==> src/ext_bus_pkg.sv <==
/*
  shared constants and types of the external bus unit: register offsets, reset values,
  mode codes, field layouts, access request and strobe bundles.
  assumes a byte-wide register port with 20-bit register addresses.
*/
package ext_bus_pkg;
  localparam int unsigned AREA_COUNT = 8;
  localparam int unsigned REG_ADDR_W = 20;
  localparam int unsigned EXT_ADDR_W = 24;
  // register offsets
  localparam logic [19:0] OFS_BUS_RELEASE = 20'hee013;
  localparam logic [19:0] OFS_ADDR_CTRL = 20'hee01e;
  localparam logic [19:0] OFS_CS_CTRL = 20'hee01f;
  localparam logic [19:0] OFS_WIDTH = 20'hee020;
  localparam logic [19:0] OFS_STATE = 20'hee021;
  localparam logic [19:0] OFS_WAIT_HI = 20'hee022;
  localparam logic [19:0] OFS_WAIT_LO = 20'hee023;
  localparam logic [19:0] OFS_GEN_CTRL = 20'hee024;
  // reset values
  localparam logic [7:0] RST_ALL_ONES = 8'hff;
  localparam logic [7:0] RST_WIDTH_16 = 8'h00;
  localparam logic [7:0] RST_RELEASE = 8'hfe;
  localparam logic [7:0] RST_RELEASE_M34 = 8'hee;
  localparam logic [7:0] RST_CS_CTRL = 8'h0f;
  localparam logic [7:0] RST_GEN_CTRL = 8'hc6;
  // bus release control: bit 0 enables the release handshake
  localparam int unsigned REL_ENABLE_BIT = 0;
  // general control: bits 1 and 0 enable idle insertion
  localparam int unsigned IDLE_AREA_BIT = 1;
  localparam int unsigned IDLE_RW_BIT = 0;
  // area index sits in address bits 19:17 (1M) or 23:21 (16M)
  localparam int unsigned AREA_LSB_1M = 17;
  localparam int unsigned AREA_LSB_16M = 21;
  localparam int unsigned AREA_W = 3;
  localparam logic [3:0] BASE_STATES = 4'h2;
  localparam logic [2:0] MODE_2 = 3'h2;
  localparam logic [2:0] MODE_3 = 3'h3;
  localparam logic [2:0] MODE_4 = 3'h4;
  localparam logic [2:0] MODE_6 = 3'h6;
  localparam logic [2:0] MODE_7 = 3'h7;

  typedef struct packed {
    logic [EXT_ADDR_W-1:0] addr;
    logic write;
    logic upper_en;
    logic lower_en;
    logic [15:0] wdata;
  } access_req_t;

  typedef struct packed {
    logic [AREA_COUNT-1:0] area_select_n;
    logic addr_valid_strobe_n;
    logic read_n;
    logic upper_byte_write_n;
    logic lower_byte_write_n;
  } strobe_bundle_t;
endpackage : ext_bus_pkg

==> src/external_bus_unit.sv <==
/*
  external bus unit: area decode, chip selects, per-area width, state count and program
  waits, idle insertion and external bus release.
  assumes mode pins stable after reset, synchronous pins, and an internal master that holds
  its request until the done pulse.
*/
// Implementation choice: strobed register access.
`timescale 1ns/1ps
module external_bus_unit
  import ext_bus_pkg::*;
(
  input wire logic ref_clk,
  input wire logic nrst,
  input wire logic [2:0] op_mode,
  input wire logic wide_space,
  input wire logic standby_n,
  input wire logic [REG_ADDR_W-1:0] reg_addr,
  input wire logic [7:0] reg_wdata,
  input wire logic reg_wr,
  input wire logic reg_rd,
  output logic [7:0] reg_rdata,
  input wire logic acc_valid,
  input wire access_req_t acc_req,
  output logic acc_done,
  output logic [15:0] acc_rdata,
  output logic [EXT_ADDR_W-1:0] ext_addr,
  output logic [15:0] ext_data_out,
  output logic ext_data_upper_oe,
  output logic ext_data_lower_oe,
  input wire logic [15:0] ext_data_in,
  output strobe_bundle_t strobes,
  input wire logic wait_req_n,
  input wire logic release_request_n,
  output logic release_ack_n,
  output logic bus_mode_8bit,
  output logic port4_free
);
  typedef enum logic [4:0] {
    ST_IDLE = 5'b00001,
    ST_GAP = 5'b00010,
    ST_T1 = 5'b00100,
    ST_T2 = 5'b01000,
    ST_T3 = 5'b10000
  } bus_state_t;
  // one-hot cycle states:
  // idle - no external cycle, strobes high
  // gap - inserted idle state, nothing driven
  // t1 - first state, address and selects out
  // t2 - second state, write strobes out
  // t3 - third state, program and pin waits
  // pin notes:
  // - all strobes are active low and registered
  // - data enables are high while the unit drives the lines
  // - ext_data_out holds its last value between writes
  // - acc_rdata holds until the next cycle completes
  // - bus_mode_8bit and port4_free follow the width register
  //   and the mode pins without a register stage
  // - release_ack_n is low while the outside master owns the bus
  // reset notes:
  // - all registers take their plain reset values on nrst low
  // - mode values for width and release follow one edge later
  // - hardware standby low reloads every register each cycle
  // - strobes are high and enables low throughout reset

  logic [7:0] width_reg, state_reg, wait_hi_reg, wait_lo_reg;
  logic [7:0] release_reg, addr_ctrl_reg, cs_ctrl_reg, gen_ctrl_reg;
  bus_state_t st_reg, st_next;
  logic [3:0] wcnt_reg;
  logic last_read_reg;
  logic [AREA_W-1:0] last_area_reg;
  logic ack_reg;
  logic [AREA_W-1:0] cur_area;
  logic cur_3state, cur_8bit, need_idle, ext_mode;
  logic [1:0] cur_wait;
  logic strap_done_reg;
  // register file notes:
  // - all eight registers are byte wide and read back as written
  // - state and wait registers steer external cycles only; width also drives bus_mode_8bit
  // - address and chip select control are stored, not decoded here
  // - release register bit 0 gates the release handshake
  // - general control bits 1:0 gate the two idle insertions
  // sequencer notes:
  // - gap is the inserted idle state, no strobe is driven in it
  // - t1 and t2 are the two basic states of every external cycle
  // - t3 is the third state, repeated for each program wait
  // - pin waits stretch t3 only after the program waits ran out
  // program wait counter: loaded with the area's code as t2
  // ends, counts down once per t3; t3 ends when it is zero and
  // the wait pin is high; every area loads it, even though
  // two-state areas leave t2 straight to idle and never use it

  // area index of an address for the active space size;
  // bits above the area field are ignored, so areas repeat upward
  function automatic logic [AREA_W-1:0] area_of(input logic [EXT_ADDR_W-1:0] a,
                                                input logic wide);
    if (wide) begin
      area_of = a[AREA_LSB_16M +: AREA_W];
    end else begin
      area_of = a[AREA_LSB_1M +: AREA_W];
    end
  endfunction : area_of

  // two-bit wait code of an area; fields run from area 7 at
  // bits 15:14 down to area 0 at bits 1:0 of the joined registers
  function automatic logic [1:0] wait_code(input logic [AREA_W-1:0] ar,
                                           input logic [7:0] hi,
                                           input logic [7:0] lo);
    logic [15:0] both;
    both = {hi, lo};
    wait_code = both[{ar, 1'b0} +: 2];
  endfunction : wait_code

  // register write decode; hardware standby acts like reset.
  // the first edge after reset release also loads the mode values,
  // since the mode pins are only trusted once reset has gone;
  // software standby is not seen here, so contents are kept
  // through it; a write in the load cycle is lost on purpose
  always_ff @(posedge ref_clk or negedge nrst) begin
    if (!nrst) begin
      width_reg <= RST_ALL_ONES;
      state_reg <= RST_ALL_ONES;
      wait_hi_reg <= RST_ALL_ONES;
      wait_lo_reg <= RST_ALL_ONES;
      release_reg <= RST_RELEASE;
      addr_ctrl_reg <= RST_ALL_ONES;
      cs_ctrl_reg <= RST_CS_CTRL;
      gen_ctrl_reg <= RST_GEN_CTRL;
    end else if (!standby_n || !strap_done_reg) begin
      width_reg <= (op_mode == MODE_2 || op_mode == MODE_4) ? RST_WIDTH_16 : RST_ALL_ONES;
      state_reg <= RST_ALL_ONES;
      wait_hi_reg <= RST_ALL_ONES;
      wait_lo_reg <= RST_ALL_ONES;
      release_reg <= (op_mode == MODE_3 || op_mode == MODE_4) ? RST_RELEASE_M34 : RST_RELEASE;
      addr_ctrl_reg <= RST_ALL_ONES;
      cs_ctrl_reg <= RST_CS_CTRL;
      gen_ctrl_reg <= RST_GEN_CTRL;
    end else if (reg_wr) begin
      case (reg_addr)
        OFS_WIDTH: width_reg <= reg_wdata;
        OFS_STATE: state_reg <= reg_wdata;
        OFS_WAIT_HI: wait_hi_reg <= reg_wdata;
        OFS_WAIT_LO: wait_lo_reg <= reg_wdata;
        OFS_BUS_RELEASE: release_reg <= reg_wdata;
        OFS_ADDR_CTRL: addr_ctrl_reg <= reg_wdata;
        OFS_CS_CTRL: cs_ctrl_reg <= reg_wdata;
        OFS_GEN_CTRL: gen_ctrl_reg <= reg_wdata;
        default: ;
      endcase
    end
  end

  // mode-dependent reset values are taken on the first edge after release;
  // the marker also holds off external cycles until that load is done
  always_ff @(posedge ref_clk or negedge nrst) begin
    if (!nrst) begin
      strap_done_reg <= 1'b0;
    end else begin
      strap_done_reg <= 1'b1;
    end
  end

  // read data, one cycle after the strobe; unmapped reads give zero;
  // the port returns to zero between reads so a stale byte never
  // looks like a fresh answer
  always_ff @(posedge ref_clk or negedge nrst) begin
    if (!nrst) begin
      reg_rdata <= 8'h00;
    end else if (reg_rd) begin
      case (reg_addr)
        OFS_WIDTH: reg_rdata <= width_reg;
        OFS_STATE: reg_rdata <= state_reg;
        OFS_WAIT_HI: reg_rdata <= wait_hi_reg;
        OFS_WAIT_LO: reg_rdata <= wait_lo_reg;
        OFS_BUS_RELEASE: reg_rdata <= release_reg;
        OFS_ADDR_CTRL: reg_rdata <= addr_ctrl_reg;
        OFS_CS_CTRL: reg_rdata <= cs_ctrl_reg;
        OFS_GEN_CTRL: reg_rdata <= gen_ctrl_reg;
        default: reg_rdata <= 8'h00;
      endcase
    end else begin
      reg_rdata <= 8'h00;
    end
  end

  // settings of the area being addressed and the mode outputs; the area fields follow the
  // request address combinationally, so the request must stay put
  // until done; single-chip modes never start an external cycle
  always_comb begin
    ext_mode = (op_mode != MODE_6) && (op_mode != MODE_7);
    cur_area = area_of(acc_req.addr, wide_space);
    cur_3state = state_reg[cur_area];
    cur_8bit = width_reg[cur_area];
    cur_wait = wait_code(cur_area, wait_hi_reg, wait_lo_reg);
    need_idle = last_read_reg &&
                ((gen_ctrl_reg[IDLE_AREA_BIT] && last_area_reg != cur_area) ||
                 (gen_ctrl_reg[IDLE_RW_BIT] && acc_req.write));
    bus_mode_8bit = ext_mode && (width_reg == RST_ALL_ONES);
    port4_free = bus_mode_8bit;
  end

  // bus cycle sequencer; a new cycle may not start while done is
  // still showing, so a master that drops its request on seeing done
  // is never served twice; a granted release also blocks starts
  always_comb begin
    st_next = st_reg;
    case (st_reg)
      ST_IDLE: begin
        if (acc_valid && ext_mode && !ack_reg && strap_done_reg && !acc_done) begin
          st_next = need_idle ? ST_GAP : ST_T1;
        end
      end
      ST_GAP: st_next = ST_T1;
      ST_T1: st_next = ST_T2;
      ST_T2: begin
        if (cur_3state) begin
          st_next = ST_T3;
        end else begin
          st_next = ST_IDLE;
        end
      end
      ST_T3: begin
        if (wcnt_reg == 4'h0 && wait_req_n) begin
          st_next = ST_IDLE;
        end
      end
      default: st_next = ST_IDLE;
    endcase
  end

  // state, program wait counter and history of the last cycle;
  // the history is kept across idle gaps, which may insert an idle
  // state that was not strictly needed, but never misses one
  always_ff @(posedge ref_clk or negedge nrst) begin
    if (!nrst) begin
      st_reg <= ST_IDLE;
      wcnt_reg <= 4'h0;
      last_read_reg <= 1'b0;
      last_area_reg <= '0;
    end else begin
      st_reg <= st_next;
      if (st_reg == ST_T2) begin
        wcnt_reg <= {2'b00, cur_wait};
      end else if (st_reg == ST_T3 && wcnt_reg != 4'h0) begin
        wcnt_reg <= wcnt_reg - 4'h1;
      end
      if (st_next == ST_IDLE && st_reg != ST_IDLE && st_reg != ST_GAP) begin
        last_read_reg <= !acc_req.write;
        last_area_reg <= cur_area;
      end
    end
  end

  // external pins and done pulse, registered; strobes and address
  // move together on the same edge; write strobes wait for the
  // second state so that the data lines settle first; 8-bit areas
  // put the byte on the upper lines and leave the lower undriven
  always_ff @(posedge ref_clk or negedge nrst) begin
    if (!nrst) begin
      ext_addr <= '0;
      ext_data_out <= 16'h0000;
      ext_data_upper_oe <= 1'b0;
      ext_data_lower_oe <= 1'b0;
      strobes <= '1;
      acc_done <= 1'b0;
      acc_rdata <= 16'h0000;
    end else begin
      acc_done <= 1'b0;
      strobes <= '1;
      ext_data_upper_oe <= 1'b0;
      ext_data_lower_oe <= 1'b0;
      if (st_next == ST_T1 || st_next == ST_T2 || st_next == ST_T3) begin
        ext_addr <= acc_req.addr;
        strobes.area_select_n <= ~(8'h01 << cur_area);
        strobes.addr_valid_strobe_n <= 1'b0;
        strobes.read_n <= acc_req.write;
        if (acc_req.write) begin
          ext_data_out <= cur_8bit ? {acc_req.wdata[7:0], 8'h00} : acc_req.wdata;
          ext_data_upper_oe <= 1'b1;
          ext_data_lower_oe <= !cur_8bit;
          if (st_next != ST_T1) begin
            strobes.upper_byte_write_n <= !(acc_req.upper_en || cur_8bit);
            strobes.lower_byte_write_n <= !(acc_req.lower_en && !cur_8bit);
          end
        end
      end
      if (st_reg != ST_IDLE && st_reg != ST_GAP && st_next == ST_IDLE) begin
        acc_done <= 1'b1;
        acc_rdata <= cur_8bit ? {8'h00, ext_data_in[15:8]} : ext_data_in;
      end
    end
  end

  // release to an outside master between cycles; the grant is only
  // given when no cycle starts on the same edge, so strobes and
  // acknowledge never overlap; dropping the request takes it back
  always_ff @(posedge ref_clk or negedge nrst) begin
    if (!nrst) begin
      ack_reg <= 1'b0;
    end else if (!release_request_n && release_reg[REL_ENABLE_BIT] && st_next == ST_IDLE) begin
      ack_reg <= 1'b1;
    end else if (release_request_n) begin
      ack_reg <= 1'b0;
    end
  end

  assign release_ack_n = !ack_reg;

  // timing of a two-state read, edge by edge:
  // e0: request seen while idle, t1 chosen, strobes fall after e0
  // e1: t2 entered, strobes stay low
  // e2: t2 left, read data captured, strobes rise, done set
  // e3: done shows, no new cycle is taken on this edge
  // e4: earliest edge at which the next request is taken
  // a three-state read adds one t3 edge, plus one per program wait
  // write cycles: data and enables from t1, write strobes from t2
  // idle insertion: one gap state before t1, nothing driven
  // release: request low while idle, grant on the next edge
  // hazards:
  // - the request bundle is not latched; it must stay stable
  // - mode pins are read every cycle, not only at reset
  // - the wait pin is taken as synchronous; an async source
  //   needs a synchroniser outside this block
  // - a request during release waits until the grant drops
  // limits:
  // - chip select and address control registers are storage only
  // - no address update modes are modelled
  // - standby reload takes one cycle with standby low
endmodule : external_bus_unit
==> config.mk <==
export PLATFORM = sky130hd
export DESIGN_NAME = external_bus_unit
export DESIGN_NICKNAME = d
export VERILOG_FILES = /design/src/ext_bus_pkg.sv /design/src/external_bus_unit.sv
export SDC_FILE = /design/constraint.sdc
export NUM_CORES = 1
export LEC_CHECK = 0
export BUFFER_PORTS_ARGS = -buffer_cell sky130_fd_sc_hd__buf_2
export CORE_AREA = 2 2 130 132
export CTS_CLUSTER_DIAMETER = 100
export DETAILED_ROUTE_END_ITERATION = 7
export DIE_AREA = 0 0 132 134
export PLACE_DENSITY = 0.75
export SLEW_MARGIN = 30
export SYNTH_ARGS = -nofsm -noshare
export SYNTH_HDL_FRONTEND = slang
export SYNTH_SLANG_ARGS = --single-unit
==> constraint.sdc <==
create_clock -name ref_clk -period 2.71 [get_ports ref_clk]
set_input_delay 0.271 -clock ref_clk [delete_from_list [all_inputs] [get_ports ref_clk]]
set_output_delay 0.271 -clock ref_clk [all_outputs]
set_load 0.01 [all_outputs]
* After elaboration in Yosys (flattened, before gate mapping)
Index checks and enable logic that the tools add are counted.
Word-level totals: logic and storage cells 166, latch bits 0, memories kept 0, bits in registers 158, memory bits (read-only) 0, RAM bits 0, input bits 99
Operators by class: $mul 0, divide/modulo/power cells 0, equal/unequal tests 27, multiplexer cells 52, bitwise logic cells 1, reduce and logical (&&, ||, !) cells 56, shift-type cells 2, $add $sub $neg 1, magnitude comparators 1
Operator list (number):
- 2-to-1 mux 8 bit | 26
- == test 20 bit (second input constant) | 8
- one-hot mux 8 bit (8 select lines) | 1
- 2-to-1 mux 16 bit | 2
- one-hot mux 5 bit (5 select lines) | 1
- nonzero test 2 bit | 11
- 2-to-1 mux 5 bit | 4
- logical AND 1 bit | 18
- AND reduction 2 bit | 9
- variable part select 16 x 5 -> 2 bit | 1
- 2-to-1 mux 12 bit | 1
- == test 5 x 1 -> 1 bit (second input constant) | 2
- == test 5 x 3 -> 1 bit (second input constant) | 2
- == test 5 x 4 -> 1 bit (second input constant) | 2
- == test 5 bit (second input constant) | 2
- logical NOT 1 bit | 9
- 2-to-1 mux 1 bit | 9
- == test 8 bit (second input constant) | 1
- 2-to-1 mux 4 bit | 2
- inverter 8 bit | 1
- << shifter 1 x 3 -> 8 bit (first input constant) | 1
- logical OR 1 bit | 7
- binary-select mux 1 bit (select 3 bit) | 2
- == test 3 x 2 -> 1 bit (second input constant) | 2
- 13 further kinds | 16

* Logic depth before layout (Yosys ltp)
depth in word-level cells 12, gate-level depth with buffers 11, gate-level depth less buffers 8

* Worst setup path before layout
Ideal clock, no wire load.
path type in2reg, start point input acc_req[41] (netlist bit), end point register acc_rdata[5], data required time 2.585 ns, path slack 0.025 ns, library setup time 0.125 ns, path buffers 2, stages on the path 8, arrival time 2.560 ns, cell sequence buf_2 -> mux2i_2 -> mux2_2 -> a221o_1 -> o21ai_1 -> buf_2 -> mux2_2 -> mux2_2
Between the ends: longest elaborated chain between the ends 10
Ends and longest elaborated chain:
- from (decl) | line external_bus_unit.sv:23 | input wire access_req_t acc_req,
- 2-to-1 mux 3 bit (*) | line external_bus_unit.sv:96 | if (wide) begin
- inequality test 3 bit | line external_bus_unit.sv:195 | ((gen_ctrl_reg[IDLE_AREA_BIT] && last_area_reg != cur_area) ||
- logical AND 1 bit | line external_bus_unit.sv:195
- logical OR 1 bit | line external_bus_unit.sv:195
- logical AND 1 bit | line external_bus_unit.sv:194 | need_idle = last_read_reg &&
- 2-to-1 mux 3 bit | line external_bus_unit.sv:209 | st_next = need_idle ? ST_GAP : ST_T1;
- 2-to-1 mux 5 bit | line external_bus_unit.sv:208 | if (acc_valid && ext_mode && !ack_reg && strap_done_reg && !acc_done) begin
- one-hot mux 5 bit (5 select lines) | line external_bus_unit.sv:206 | case (st_reg)
- == test 5 x 1 -> 1 bit | line external_bus_unit.sv:286 | if (st_reg != ST_IDLE && st_reg != ST_GAP && st_next == ST_IDLE) begin
- logical AND 1 bit | line external_bus_unit.sv:286
- to (signal assigned) | line external_bus_unit.sv:288 | acc_rdata <= cur_8bit ? {8'h00, ext_data_in[15:8]} : ext_data_in;
- to (decl) | line external_bus_unit.sv:25 | output logic [15:0] acc_rdata,
Every way passes the cells marked *; elsewhere a longest branch is shown, timed or not. The select of a mux whose other input is x is not followed. A chain may end at the register's enable or synchronous reset.

* Worst setup path in the final report
start point register wcnt_reg[0], end point register acc_rdata[5]
Between the ends: longest elaborated chain between the ends 6
Ends and longest elaborated chain:
- from (decl) | line external_bus_unit.sv:68 | logic [3:0] wcnt_reg;
- from (signal assigned) | line external_bus_unit.sv:242 | wcnt_reg <= {2'b00, cur_wait};
- from (signal assigned) | line external_bus_unit.sv:244 | wcnt_reg <= wcnt_reg - 4'h1;
- logical NOT 4 bit | line external_bus_unit.sv:222 | if (wcnt_reg == 4'h0 && wait_req_n) begin
- logical AND 1 bit | line external_bus_unit.sv:222
- 2-to-1 mux 5 bit | line external_bus_unit.sv:222
- one-hot mux 5 bit (5 select lines) | line external_bus_unit.sv:206
- == test 5 x 1 -> 1 bit | line external_bus_unit.sv:286
- logical AND 1 bit | line external_bus_unit.sv:286
Every way passes these cells.

==> results.toml <==
[route]
vias = 6077
ant_nets = 0
drt_iter0_markers = 514
drt-pass1-iter-count = 5
via_per_inst = 5.505
wirelength_um = 20170
avgRoutedWirePerCell_um = 18.27
drcViolationCount = 0

[timing]
setup_tns_ns = 0
fin_crit_ns = 2.486
skew_ns = 0.01348
slew_viol_final = 0
slew_headroom_pct = 53.52
worst_pin_slew_ns = 0.6972
period_share_pct = 91.75
rsz0062_at_grt = "no"
fmax_ghz = 0.4022
setup_viol = 0
hold_viol_final = 0

[synth]
synthArstFlopShare_pct = 100.0
ys_seq_area_share_pct = 51.57
yosysWarnings = 0
synthFlopType = "dfrtp_1"
synth_cell_types = 63
syn_area_um2 = 7831
synthTopCellsByArea = "dfrtp_1 (29%), dfstp_2 (23%), mux2i_1 (10%)"
synth_top_area_share_pct = 28.76
ys_ff_latch = 158
synth.largest_area_cell = "dfrtp_1"
synth_edf_count = 0
synth_nets = 794
synthCells = 694
avgSynthCellArea_um2 = 11.28

[critical_path]
crit_path_end_kind = "flop"
worstSetupPathType = "reg2reg"
arrival_ns = 2.80
required_ns = 3.02
critPathLaunchType = "flop"
worstPathMaxFanout = 18

[die]
die_h_um = 134
ios = 181
core_um2 = 16290
die-area_um2 = 17690
rows = 47
initial_core_util_pct = 48.08
die_x_um = 132

[clock_network]
cts_max_level = 4
clkLatencyLatePin_ns = 0.43
clock-root-buffer = "clkbuf_16"
tritoncts = "yes"
cts_buffers = 17
cts_sinks = 158
clockBufferDepth = 2
clk_pin_slew_ns = 0.06

[layout]
largest_register_ffs = 24
mostFrequentLayoutCell = "buf_2"
num-nets-final = 971
drive_gt1_share_pct = 42.65
reg_top3 = "ext_addr (24), acc_rdata (16), ext_data_out (16)"
top_register = "ext_addr"
synthToLayoutAreaGrowth_pct = 23.63
final_cell_mix = "buf_2 (179), dfrtp_1 (90), mux2i_1 (79), nand2_1 (77), dfstp_2 (68)"
num_antenna_cells = 0

[power_and_ir_drop]
power_leakage_nw = 4.364
p_total_mw = 8.440
ir_drop_uv = 539.1
powerDensity_nw_per_um2 = 871.7

[global_routing]
use_met3_pct = 5.329
grt-ovfl-total = 0
grt_util_met2_pct = 38.74
grt_usage_pct = 23.52
grt_pass1_wl_um = 32910
antenna_found_initial = 0
grtUsageMet1_pct = 30.73
grt_pass1_vias = 6258
grt_max_degree = 77
top_usage_layer = "met2"

[placed_design]
place_congestion = 0.9132
io_buffers = 180
dpl.hpwl_um = 14220

[worst_hold_path]
hp-class = "in2reg"

[run_status]
status = "completed"

[job]
max_cap_viol_count = 0
[logic make-up (layout without fill, tap and decap cells)]
group           after synthesis  in the layout  synth area share (%)
compound gates               95             95                 9.395
simple gates                206            206                 13.40
xor+xnor                      8              8                0.8947
buf+inv                      77            267                 4.330
flops                       158            158                 51.57
other cells                   1              1               0.04789
mux                         148            148                 20.19
fa+ha+maj                     1              1                0.1597
[worst paths after layout]
path	slack [ns]	cells past startpoint	endpoint	startpoint
hold reg to reg	0.48	2	release_reg[1]	release_reg[1]
max in group asynchronous	1.50	3	wait_lo_reg[7]	nrst
min in group asynchronous	0.45	2	ext_addr[21]	nrst
setup reg to reg	0.22	9	acc_rdata[5]	wcnt_reg[0]
hold / removal	0.07	2	ext_addr[20]	acc_req[39]
setup / recovery	0.22	9	acc_rdata[5]	wcnt_reg[0]
[cells in the mapped netlist, drive strengths merged, types with 9 or more instances]
master	number
dfrtp	90
mux2i	81
nand2	77
dfstp	68
mux2	67
nand3	43
inv	29
clkbuf	26
buf	22
nor2	21
o21ai	14
nor2b	12
a21oi	11
a221oi	9
[routing by layer]
metal  share of wire, %  up-vias
li1                   -     2832
met1                 43     2989
met2                 49      217
met3                6.1       39
met4                2.3        0
met5                  0        -
[through the flow]
stage / instance area [um2] / hold WS [ns] / cells / worst slack [ns] / util (%)
after floorplan: 7831 / -0.02459 / 694 / 0.02541 / -
after global placement: 9062 / 0.3532 / 1070 / 0.1745 / 55.63
after detailed placement: 9062 / 0.3443 / 1070 / 0.1153 / 55.63
after CTS: 9666 / 0.06091 / 1104 / 0.08700 / 59.34
after global routing: 9682 / 0.06682 / 1104 / 0.04550 / 59.44
final: 9682 / 0.07358 / 1104 / 0.2236 / 59.44
[repair_timing]
item                                   CTS  global route
endpoints found under the hold margin   43             0
resized for setup                        0             3
setup buffers                            0             0
setup endpoints to repair                0            43
hold buffers                             2             0
[layout make-up]
class / count / area, um2
clock inverters: 11 / 142.6
clock buffers: 21 / 440.4
flip-flops and latches: 158 / 4039
well taps: 220 / 275.3
fillers: 1352 / 6608
multi-input cells: 459 / 3481
repair buffers: 206 / 1195
inverters: 29 / 108.9
[report_power, final]
group	internal, mW	switching [mW]	leakage (nW)	total [mW]
combinational	1.39	1.37	2.24	2.77
clock	1.45	0.952	0.281	2.40
sequential	2.96	0.318	1.85	3.28
[worst max-delay path, stage by stage, from the launching register on]
cell	delay (ns)
dfrtp_1	0.37
inv_1	0.09
ha_1	0.21
nor4bb_4	0.23
nand3b_1	0.11
a2111oi_1	0.40
a211o_1	0.18
and3_1	0.23
buf_12	0.19
mux2_2	0.35
Note: power is estimated with default switching activity, not from simulation.
